===== src/osd_pin_pkg.sv =====
package osd_pin_pkg;

  // Pin mapping selection, one-hot coded.
  typedef enum logic [1:0] {
    MAP_SEPARATE = 2'b01,
    MAP_RGB3BLK  = 2'b10
  } pin_map_e;

  // Mapping taken after reset, before any setting command arrives.
  localparam pin_map_e MAP_RESET = MAP_SEPARATE;

  // Field position of the one-hot bit that means per-colour blanking.
  localparam int MAP_RGB3_BIT = 1;

  // Number of flip-flops on each asynchronous pin input.
  localparam int PIN_SYNC_STAGES = 3;

  // Reset levels of the filtered pin inputs (pins idle high or grounded).
  localparam logic SYNC_IDLE_N   = 1'b1;
  localparam logic TEST_IDLE     = 1'b0;

  // Level driven on every pin output while the test mode is set.
  localparam logic TEST_DRIVE    = 1'b1;

endpackage


===== src/pin_sync.sv =====
// Three-stage synchroniser with agreement filter for one pin input.
module pin_sync #(
  parameter logic RST_VAL = 1'b0
) (
  // Clock and reset.
  input  wire logic mclk_i,
  input  wire logic sys_rst_i,
  // Asynchronous pin and its filtered level.
  input  wire logic pin_i,
  output logic      level_o
);

  logic [osd_pin_pkg::PIN_SYNC_STAGES-1:0] stage_q;

  // Shift chain; only the second stage reads the first.
  always_ff @(posedge mclk_i or posedge sys_rst_i)
  begin
    if (sys_rst_i)
    begin
      stage_q <= {osd_pin_pkg::PIN_SYNC_STAGES{RST_VAL}};
    end
    else
    begin
      stage_q <= {stage_q[osd_pin_pkg::PIN_SYNC_STAGES-2:0], pin_i};
    end
  end

  // A change counts only once the second and third stages agree.
  always_ff @(posedge mclk_i or posedge sys_rst_i)
  begin
    if (sys_rst_i)
    begin
      level_o <= RST_VAL;
    end
    else if (stage_q[1] == stage_q[2])
    begin
      level_o <= stage_q[2];
    end
  end

endmodule


===== src/pin_route.sv =====
// Combinational output multiplexer; one select bit moves all pins at once.
module pin_route (
  // Mapping select: high for per-colour blanking.
  input  wire logic rgb3_sel_i,
  // Colour character and blanking signals.
  input  wire logic red_char_i,
  input  wire logic green_char_i,
  input  wire logic blue_char_i,
  input  wire logic red_blank_i,
  input  wire logic green_blank_i,
  input  wire logic blue_blank_i,
  // Separate channel signals.
  input  wire logic ch1_char_i,
  input  wire logic ch1_blank_i,
  input  wire logic ch2_char_i,
  input  wire logic ch2_blank_i,
  // Shared pin values.
  output logic      pin11_o,
  output logic      pin12_o,
  output logic      pin13_o,
  output logic      pin14_o,
  output logic      pin15_o
);

  logic any_blank;
  logic any_char;

  // Blanking and character sums over the three colours.
  assign any_blank = red_blank_i | green_blank_i | blue_blank_i;
  assign any_char  = red_char_i | green_char_i | blue_char_i;

  // Selection is purely combinational so no pin lags another.
  always_comb
  begin
    if (rgb3_sel_i)
    begin
      pin11_o = any_blank;
      pin12_o = any_char;
      pin13_o = red_blank_i;
      pin14_o = green_blank_i;
      pin15_o = blue_blank_i;
    end
    else
    begin
      pin11_o = ch1_blank_i;
      pin12_o = ch1_char_i;
      pin13_o = ch2_blank_i;
      pin14_o = ch2_char_i;
      pin15_o = any_blank;
    end
  end

endmodule


===== src/osd_output_pin_mapping.sv =====
module osd_output_pin_mapping (
  // Clock and reset.
  input  wire logic mclk_i,
  input  wire logic sys_rst_i,
  // Colour character and blanking signals from the character generator.
  input  wire logic red_char_i,
  input  wire logic green_char_i,
  input  wire logic blue_char_i,
  input  wire logic red_blank_i,
  input  wire logic green_blank_i,
  input  wire logic blue_blank_i,
  // Channel signals already routed by the row selection logic.
  input  wire logic ch1_char_i,
  input  wire logic ch1_blank_i,
  input  wire logic ch2_char_i,
  input  wire logic ch2_blank_i,
  // Pin selection from the initial status setting decoder.
  input  wire logic map_set_i,
  input  wire logic map_rgb3_i,
  // Asynchronous pins.
  input  wire logic test_pin_i,
  input  wire logic vsync_n_i,
  input  wire logic hsync_n_i,
  // Colour character pins.
  output logic      red_char_out_o,
  output logic      green_char_out_o,
  output logic      blue_char_out_o,
  // Shared pins, named by the separate-channel meaning.
  output logic      first_channel_blank_out_o,
  output logic      first_char_channel_out_o,
  output logic      second_channel_blank_out_o,
  output logic      second_char_channel_out_o,
  output logic      common_colour_blank_out_o,
  // Status towards the rest of the device.
  output logic      map_rgb3_o,
  output logic      test_mode_o,
  output logic      vsync_o,
  output logic      hsync_o
);

  osd_pin_pkg::pin_map_e map_q;
  osd_pin_pkg::pin_map_e map_d;
  logic                  rgb3_sel;
  logic                  test_lvl;
  logic                  vsync_n_lvl;
  logic                  hsync_n_lvl;
  logic                  pin11;
  logic                  pin12;
  logic                  pin13;
  logic                  pin14;
  logic                  pin15;

  // Filtered pin inputs; the sync pins idle high, the test pin low.
  pin_sync #(
    .RST_VAL (osd_pin_pkg::TEST_IDLE)
  ) u_test_sync (
    .mclk_i    (mclk_i),
    .sys_rst_i (sys_rst_i),
    .pin_i     (test_pin_i),
    .level_o   (test_lvl)
  );

  pin_sync #(
    .RST_VAL (osd_pin_pkg::SYNC_IDLE_N)
  ) u_vsync_sync (
    .mclk_i    (mclk_i),
    .sys_rst_i (sys_rst_i),
    .pin_i     (vsync_n_i),
    .level_o   (vsync_n_lvl)
  );

  pin_sync #(
    .RST_VAL (osd_pin_pkg::SYNC_IDLE_N)
  ) u_hsync_sync (
    .mclk_i    (mclk_i),
    .sys_rst_i (sys_rst_i),
    .pin_i     (hsync_n_i),
    .level_o   (hsync_n_lvl)
  );

  // Next mapping: a setting command replaces it, otherwise it holds.
  always_comb
  begin
    map_d = map_q;
    if (map_set_i)
    begin
      map_d = map_rgb3_i ? osd_pin_pkg::MAP_RGB3BLK
                         : osd_pin_pkg::MAP_SEPARATE;
    end
  end

  // Mapping state; reset lands on the separate-channel mapping.
  always_ff @(posedge mclk_i or posedge sys_rst_i)
  begin
    if (sys_rst_i)
    begin
      map_q <= osd_pin_pkg::MAP_RESET;
    end
    else
    begin
      map_q <= map_d;
    end
  end

  // One bit drives the whole multiplexer; an illegal code falls back.
  always_comb
  begin
    case (map_q)
      osd_pin_pkg::MAP_RGB3BLK:  rgb3_sel = 1'b1;
      osd_pin_pkg::MAP_SEPARATE: rgb3_sel = 1'b0;
      default:                   rgb3_sel = 1'b0;
    endcase
  end

  pin_route u_route (
    .rgb3_sel_i    (rgb3_sel),
    .red_char_i    (red_char_i),
    .green_char_i  (green_char_i),
    .blue_char_i   (blue_char_i),
    .red_blank_i   (red_blank_i),
    .green_blank_i (green_blank_i),
    .blue_blank_i  (blue_blank_i),
    .ch1_char_i    (ch1_char_i),
    .ch1_blank_i   (ch1_blank_i),
    .ch2_char_i    (ch2_char_i),
    .ch2_blank_i   (ch2_blank_i),
    .pin11_o       (pin11),
    .pin12_o       (pin12),
    .pin13_o       (pin13),
    .pin14_o       (pin14),
    .pin15_o       (pin15)
  );

  // Test mode follows only the filtered pin, so a grounded pin keeps it off.
  always_ff @(posedge mclk_i or posedge sys_rst_i)
  begin
    if (sys_rst_i)
    begin
      test_mode_o <= 1'b0;
    end
    else
    begin
      test_mode_o <= test_lvl;
    end
  end

  // Pin registers; all shared pins load on one edge so mappings never mix.
  // Test mode forces every pin high as a simple lamp test of the board.
  always_ff @(posedge mclk_i or posedge sys_rst_i)
  begin
    if (sys_rst_i)
    begin
      red_char_out_o             <= 1'b0;
      green_char_out_o           <= 1'b0;
      blue_char_out_o            <= 1'b0;
      first_channel_blank_out_o  <= 1'b0;
      first_char_channel_out_o   <= 1'b0;
      second_channel_blank_out_o <= 1'b0;
      second_char_channel_out_o  <= 1'b0;
      common_colour_blank_out_o  <= 1'b0;
    end
    else if (test_mode_o)
    begin
      red_char_out_o             <= osd_pin_pkg::TEST_DRIVE;
      green_char_out_o           <= osd_pin_pkg::TEST_DRIVE;
      blue_char_out_o            <= osd_pin_pkg::TEST_DRIVE;
      first_channel_blank_out_o  <= osd_pin_pkg::TEST_DRIVE;
      first_char_channel_out_o   <= osd_pin_pkg::TEST_DRIVE;
      second_channel_blank_out_o <= osd_pin_pkg::TEST_DRIVE;
      second_char_channel_out_o  <= osd_pin_pkg::TEST_DRIVE;
      common_colour_blank_out_o  <= osd_pin_pkg::TEST_DRIVE;
    end
    else
    begin
      red_char_out_o             <= red_char_i;
      green_char_out_o           <= green_char_i;
      blue_char_out_o            <= blue_char_i;
      first_channel_blank_out_o  <= pin11;
      first_char_channel_out_o   <= pin12;
      second_channel_blank_out_o <= pin13;
      second_char_channel_out_o  <= pin14;
      common_colour_blank_out_o  <= pin15;
    end
  end

  // Mapping status, registered alongside the pins it describes.
  always_ff @(posedge mclk_i or posedge sys_rst_i)
  begin
    if (sys_rst_i)
    begin
      map_rgb3_o <= 1'b0;
    end
    else
    begin
      map_rgb3_o <= map_q[osd_pin_pkg::MAP_RGB3_BIT];
    end
  end

  // Sync pins are negative-going; inverted here so downstream sees pulses
  // as active high. A positive sync source would look active except during its pulses.
  always_ff @(posedge mclk_i or posedge sys_rst_i)
  begin
    if (sys_rst_i)
    begin
      vsync_o <= 1'b0;
      hsync_o <= 1'b0;
    end
    else
    begin
      vsync_o <= ~vsync_n_lvl;
      hsync_o <= ~hsync_n_lvl;
    end
  end

  // Checks wait one edge past reset; the releasing edge still loads zeros.
  logic live_q;

  always_ff @(posedge mclk_i or posedge sys_rst_i)
  begin
    if (sys_rst_i)
    begin
      live_q <= 1'b0;
    end
    else
    begin
      live_q <= 1'b1;
    end
  end
endmodule


===== config.mk =====
export PLATFORM = sky130hd
export DESIGN_NAME = osd_output_pin_mapping
export DESIGN_NICKNAME = d
export VERILOG_FILES = /design/src/osd_pin_pkg.sv /design/src/pin_sync.sv /design/src/pin_route.sv /design/src/osd_output_pin_mapping.sv
export SDC_FILE = /design/constraint.sdc
export NUM_CORES = 1
export LEC_CHECK = 0
export ABC_AREA = 1
export BUFFER_PORTS_ARGS = -buffer_cell sky130_fd_sc_hd__buf_2
export CELL_PAD_IN_SITES_DETAIL_PLACEMENT = 0
export CELL_PAD_IN_SITES_GLOBAL_PLACEMENT = 1
export CORE_MARGIN = 1.5
export CORE_UTILIZATION = 36
export DETAILED_ROUTE_END_ITERATION = 6
export PLACE_DENSITY = 0.79
export SYNTH_ARGS = -nofsm -noshare
export SYNTH_HDL_FRONTEND = slang
export SYNTH_SLANG_ARGS = --single-unit

===== constraint.sdc =====
create_clock -name mclk_i -period 1.2 [get_ports mclk_i]
set_input_delay 0.18 -clock mclk_i [delete_from_list [all_inputs] [get_ports mclk_i]]
set_output_delay 0.18 -clock mclk_i [all_outputs]
set_load 0.005 [all_outputs]

* Word level (Yosys, flattened, before mapping)
Index checks and enable logic that the tools add are counted.
** Cells by class
- Div/mod/pow operators :: 0
- Bitwise gates (word level) :: 6
- Reduce and logical (&&, ||, !) cells :: 0
- Muxes and demuxes :: 15
- Equal/unequal tests :: 4
- Shift-type cells :: 0
- Magnitude comparators :: 0
- Multipliers :: 0
- $add $sub $neg :: 0
** Operator list (number)
- $mux W1 :: 14
- $or A1 B1 Y1 :: 4
- $eq A1 B1 Y1 :: 3
- $eq A2 B2 Y1 const B :: 1
- $mux W2 :: 1
- $not A1 Y1 :: 2
** Word-level totals
- Memories kept :: 0
- Output and inout port bits :: 12
- Memory bits (writable) :: 0
- Register bits after elaboration :: 26
- Word-level logic and storage cells :: 44
- Memory bits (read-only) :: 0
- Bits of input ports :: 17
- Latch bits :: 0

* Longest topological paths before layout
Gate-level depths: netlist of the first run.
- Depth in word-level cells :: 4
- Gate-level depth with buffers :: 5
- Depth with buffers taken out :: 5

* Cells and area by module
Synthesis of the first run repeated with hierarchy kept, for this count alone.
** Second synthesis, totals
- Cell total of the unflattened synthesis :: 78
- Area total of the unflattened synthesis :: 887.1 µm²
** Modules (own cells, without submodules)
- osd_output_pin_mapping :: area each 450.4 µm², times used 1, cells each 35, seq. area each 351.6 µm²
- pin_sync at u_hsync_sync ... :: area each 125.1 µm², times used 2, cells each 9, seq. area each 105.1 µm²
- pin_sync at u_test_sync :: area each 120.1 µm², times used 1, cells each 9, seq. area each 100.1 µm²
- pin_route :: area each 66.3 µm², times used 1, cells each 16, seq. area each 0.0 µm²

* Least setup slack after synthesis of the first run
Ideal clock, no wire load.
- Path type :: register to register
- Start point :: register map_q[0]
- End point :: register second_channel_blank_out_o
- Path slack :: 0.292 ns
- Path buffers :: 0
- Arrival :: 0.783 ns
- Data required time :: 1.074 ns
- Library setup time :: 0.126 ns
- Cell stages (with the launch flop) :: 6
- Period minus slack after synthesis :: 0.908 ns
- Cells stage by stage :: dfstp_2 -> inv_1 -> nand2_2 -> inv_2 -> nand2_1 -> nand3_1
** Between the ends
- Longest elaborated chain between the ends :: 4
** Ends and longest elaborated chain
- start: declaration :: RTL line osd_output_pin_mapping.sv:41 : osd_pin_pkg::pin_map_e map_q;
- start signal: assignment :: RTL line osd_output_pin_mapping.sv:97 : map_q <= osd_pin_pkg::MAP_RESET;
- start signal: assignment :: RTL line osd_output_pin_mapping.sv:101 : map_q <= map_d;
- $eq A2 B2 Y1 :: RTL line osd_output_pin_mapping.sv:108 : case (map_q)
- $mux W1 :: RTL line osd_output_pin_mapping.sv:108
- $mux W1 :: RTL line pin_route.sv:35 : if (rgb3_sel_i)
- $mux W1 :: RTL line osd_output_pin_mapping.sv:162 : else if (test_mode_o)
- end signal: assignment :: RTL line osd_output_pin_mapping.sv:169 : second_channel_blank_out_o <= osd_pin_pkg::TEST_DRIVE;
- end signal: assignment :: RTL line osd_output_pin_mapping.sv:180 : second_channel_blank_out_o <= pin13;
- end: declaration :: RTL line osd_output_pin_mapping.sv:31 : output logic second_channel_blank_out_o,
No other way between the ends.
A chain may end at the register's enable or synchronous reset.

* Final worst setup path of the first run
- Start point :: register test_mode_o
- End point :: output test_mode_o
** RTL lines
- start: declaration :: RTL line osd_output_pin_mapping.sv:36 : output logic test_mode_o,
- start signal: assignment :: RTL line osd_output_pin_mapping.sv:143 : test_mode_o <= test_lvl;
No word-level cell between the ends.

==> results.yml, run 1 <==
final_layout:
  syn_to_final_growth_pct: 30.5
  final_layout_size_suffix_gt1_frac: 0.421
  num_antenna_cells: 0
  fin_nets: 125
  final_core_util: 0.501
  fillerInstances: 228
critical_path:
  crit_type: "reg -> out"
  path_cells: "buf_2"
  critPathSlowestCell: "dfrtp_1"
  worst_setup_path_end_kind: "output port"
  arrival_ps: 890
  start_kind: "flop"
  critPathRequiredTime_ps: 1020
  max_stage_delay_ps: 440
  path_buf_inv: 1
  cp_top_family: "flip-flops"
  critPathMaxFanout: 5
  r2r_setup_slack_ps: 220
placement:
  post-dp-hpwl_um: 896
  gp_congestion: 0.777
  io_buffers: 28
clock_network:
  cts_tree: "done"
  post_cts_resize_count: 0
  clkLatencyLatePin_ps: 300
  htree_levels: 1
  cts_buffers: 3
  post_cts_buffers: 0
  clock_sinks: 26
  clk_path_buf_depth: 2
  clockRootBuffer: "clkbuf_4"
  path_clk_slew_ps: 130
global_routing:
  grt_overflow_total: 0
  grt_pass1_vias: 522
  antenna_found_initial: 0
  grt_max_degree: 27
  grt_pass1_wl_mm: 1.95
  track_usage: 0.101
synth:
  synth.area.mux_share: 0
  netlist_area_um2: 850
  synth_seq_cells: 26
  yosysTopAreaCell: "dfrtp_1"
  synth.distinct_cells: 12
  ys_warn_count: 0
  synth_nets: 87
  ys_seq_area_frac: 0.779
  synth_fa_ha_area_frac: 0
  synth_top_area_frac: 0.501
  synth_cells: 70
  synth-compound-area-share: 0.0545
  synth_top_family_by_area: "simple AND/OR/NAND/NOR gates"
  syn_avg_cell_area_um2: 12.1
  yosys.area_share.simple: 0.118
  synth_xor_xnor_area_share: 0
  synthTopCellsByArea: "dfrtp_1 50%, dfstp_2 28%, nand2_1 6.2%"
detailed_routing:
  drt-vias-per-instance: 4.06
  drc: 0
  drtPass1Iterations: 4
  vias: 548
  detail-route-antenna-nets: 0
  wl_per_cell_um: 8.95
  drtIter0Drc: 3
  wirelength_mm: 1.21
hold_path:
  worstHoldPathType: "in -> reg"
run:
  max-cap-violations: 0
pwr:
  p_leak_uw: 0.000550
  ir_worst_vdd_mv: 0.738
  cellPowerDensity_nw_per_um2: 1410
sta:
  worstMarginPinSlew_ps: 306
  grt_setup_unrepaired: "no"
  setup_violations: 0
  clock.fmax_mhz: 931
  relSlewSlack: 0.796
  hold_viol_final: 0
  min_period_over_period: 0.895
  slew_viol_final: 0
  period_minus_slack_ps: 1070
  skew_ps: 4.10
  fin_tns_setup_ps: 0
die:
  start_util: 0.384
  ios: 29
  fp.dieArea_um2: 2660
  core_area_um2: 2210
  fp.dieH_um: 51.6
  die_width_um: 51.6
  row_count: 17
status:
  outcome: "finished clean"
==> cell type report <==
type / instances / area, µm² / share of cell area
multi-input cells: 33 / 146 / 0.132
inverters: 11 / 41.3 / 0.0372
well taps: 28 / 35.0 / 0.0316
repair buffers: 33 / 188 / 0.169
flip-flops and latches: 26 / 662 / 0.597
clock buffers: 4 / 36.3 / 0.0327
==> worst paths after layout <==
kind                                          from                    endpoint  depth (start not counted)
min                                      map_set_i                    map_q[1]                          2
max reg2reg                               map_q[0]  second_channel_blank_out_o                          5
min reg2reg                u_vsync_sync.stage_q[0]     u_vsync_sync.stage_q[1]                          0
max                                    test_mode_o                 test_mode_o                          1
max in group asynchronous                sys_rst_i        u_hsync_sync.level_o                          4
min in group asynchronous                sys_rst_i  second_channel_blank_out_o                          4
==> flip-flops by register name, indices dropped and copies added (netlist names), 2 cells and up <==
signal / cells
u_test_sync.stage_q: 3
map_q: 2
u_hsync_sync.stage_q: 3
u_vsync_sync.stage_q: 3
==> logic make-up after synthesis <==
kind of cell	after synthesis
buffers and inverters	11
flip-flops	26
AND/OR/NAND/NOR	25
AO/OA/AOI/OAI	8
==> placed cells by master (no fill, tap or decap), drive strengths merged <==
cell | Yosys | routed
o21ai | 2 | 2
a21oi | 5 | 5
clkbuf | 0 | 4
dfrtp | 17 | 17
o21a | 1 | 1
dfstp | 9 | 9
nand2 | 15 | 15
dlygate4sd3 | 0 | 4
inv | 11 | 11
nor2 | 7 | 7
buf | 0 | 29
nand3 | 3 | 3
==> what timing repair did <==
item	CTS	global route
hold buffers	4	0
setup endpoints to repair	0	0
endpoints found under the hold margin	20	0
==> worst reg2reg max path, cell delays in order, from the launching register on <==
cell and delay, ps:
dfstp_2 550, inv_1 40, nand2_2 90, inv_2 70, nand2_1 60, nand3_1 70
==> through the flow <==
stage	cells	hold slack [ps]	total power [µW]	setup WS (ps)	instance area, µm²
6_report	135	68.7	1570	126	1110
5_1_grt	135	52.5	1660	75.0	1110
4_1_cts	135	55.8	1590	115	1110
3_5_place_dp	127	243	1160	233	1030
3_3_place_gp	127	232	1160	269	1030
2_1_floorplan	70	184	1080	292	850
==> routing by layer <==
| layer | vias up | track usage | share of wire |
|---|---|---|---|
| li1 | 284 | - | - |
| met4 | 0 | 0.0658 | 0.012 |
| met5 | - | 0 | 0 |
| met2 | 11 | 0.177 | 0.52 |
| met1 | 251 | 0.104 | 0.41 |
| met3 | 2 | 0.0287 | 0.055 |
==> power breakdown <==
part	total, µW	leakage, µW	switching, µW	internal, µW
Combinational	164	0.000246	83.7	80.5
Sequential	990	0.000283	28.3	961
Clock	413	0.0000210	228	185
==> synth_stat cells <==
library cell / number
a21oi_1: 5
dfrtp_1: 17
dfstp_2: 9
inv_1: 10
inv_2: 1
nand2_1: 14
nand2_2: 1
nand3_1: 3
nor2_1: 7
o21a_1: 1
o21ai_0: 1
o21ai_2: 1
Note: power is estimated with default switching activity, not from simulation.
==> run 2, diff against run 1 <==
--- a/constraint.sdc
+++ b/constraint.sdc
@@ -3,2 +3,2 @@
 set_output_delay 0.18 -clock mclk_i [all_outputs]
-set_load 0.005 [all_outputs]
+set_load 0.1 [all_outputs]
==> results.yml, run 2 (synthesis gave the netlist of run 1 again) <==
hold_path:
  worstHoldPathType: "in -> reg"
sta:
  grt_setup_unrepaired: "no"
  setup_violations: 0
  relSlewSlack: 0.796
  clock.fmax_mhz: 879
  worstMarginPinSlew_ps: 306
  min_period_over_period: 0.948
  slew_viol_final: 0
  period_minus_slack_ps: 1140
  fin_tns_setup_ps: 0
  hold_viol_final: 0
  skew_ps: 2.62
detailed_routing:
  vias: 586
  wl_per_cell_um: 9.93
  detail-route-antenna-nets: 0
  drtIter0Drc: 3
  drt-vias-per-instance: 4.34
  drtPass1Iterations: 2
  wirelength_mm: 1.34
  drc: 0
clock_network:
  path_clk_slew_ps: 120
  htree_levels: 1
  clk_path_buf_depth: 2
  postCtsHoldBufs: 4
  clockRootBuffer: "clkbuf_4"
  clock_sinks: 26
  cts_tree: "done"
  cts_buffers: 3
  clkLatencyLatePin_ps: 300
  post_cts_resize_count: 0
  post_cts_buffers: 0
die:
  fp.dieH_um: 51.6
  row_count: 17
  start_util: 0.384
  ios: 29
  core_area_um2: 2210
  fp.dieArea_um2: 2660
  die_width_um: 51.6
final_layout:
  syn_to_final_growth_pct: 51.8
  largest_registers: "u_hsync_sync.stage_q: 3 flops, u_test_sync.stage_q: 3 flops, u_vsync_sync.stage_q: 3 flops"
  final_core_util: 0.583
  final_cell_mix: "16 x dfrtp_1, 16 x buf_2, 14 x nand2_1"
  fin_area_um2: 1290
  multi_input_area_um2: 146
  fillerInstances: 193
  final_layout_size_suffix_gt1_frac: 0.430
  num_antenna_cells: 0
  fin_nets: 125
  regArea_um2: 663
status:
  outcome: "finished clean"
critical_path:
  worst_setup_path_end_kind: "output port"
  endpoint: "test_mode_o"
  path_buf_inv: 1
  critPathSlowestCell: "dfrtp_2"
  arrival_ps: 960
  critPathMaxFanout: 5
  r2r_setup_slack_ps: 220
  critPathRequiredTime_ps: 1020
  cp.depth: 1
  r2r-end: "second_channel_blank_out_o"
  crit_type: "reg -> out"
  start_kind: "flop"
  path_cells: "buf_12"
  cp_top_family: "flip-flops"
  r2r_cells: 5
  max_stage_delay_ps: 470
  startpoint: "test_mode_o"
  timing.rr.start: "map_q[0]"
global_routing:
  met2_usage: 0.199
  globalRouteMet3Util: 0.0259
  grt_use_met1: 0.119
  grt_max_degree: 27
  grt-busiest-layer: "met2"
  grt_pass1_wl_mm: 2.15
  grt_overflow_total: 0
  antenna_found_initial: 0
  track_usage: 0.112
  grt_pass1_vias: 550
pwr:
  cellPowerDensity_nw_per_um2: 1560
  total_power_uw: 2010
  p_leak_uw: 0.000625
  ir_worst_vdd_mv: 0.907
placement:
  io_buffers: 28
  gp_congestion: 0.817
  post-dp-hpwl_mm: 1.01
  place_area_um2: 1210
run:
  max-cap-violations: 0
-- run 2: per-layer routing --
metal	up-vias	wire, µm
met1	286	524
li1	285	-
met2	13	752
met3	2	40
met5	-	0
met4	0	23
-- run 2: metrics by stage --
step | std cells | setup WS [ps] | hold WS (ps)
2_1_floorplan | 70 | 137 | 184
3_3_place_gp | 127 | 272 | 231
3_5_place_dp | 127 | 235 | 238
4_1_cts | 135 | 52.6 | 67.8
5_1_grt | 135 | 16.7 | 57.0
6_report | 135 | 62.8 | 78.7
-- run 2: layout make-up --
| class | count | share of cell area |
|---|---|---|
| sequential | 26 | 0.514 |
| tap | 28 | 0.0272 |
| inverter | 11 | 0.0320 |
| clock buffer | 4 | 0.0281 |
| multi-input combinational | 33 | 0.113 |
| timing repair buffer | 33 | 0.285 |
-- run 2: power breakdown --
part           leakage [µW]  switching (µW)  internal, µW
Clock             0.0000210             225           185
Sequential         0.000282            52.7           963
Combinational      0.000322             376           204
Total              0.000625             654          1350
-- run 2: how the worst min path moves through the flow --
stage,start,to,slack (ps),cells after the start
final,map_set_i,map_q[1],80,2
after global routing,blue_blank_i,common_colour_blank_out_o,60,3
after CTS,map_set_i,map_q[1],70,2
after detailed placement,sys_rst_i,hsync_o,240,3
after global placement,sys_rst_i,hsync_o,230,3
after floorplan,hsync_n_i,u_hsync_sync.stage_q[0],180,0
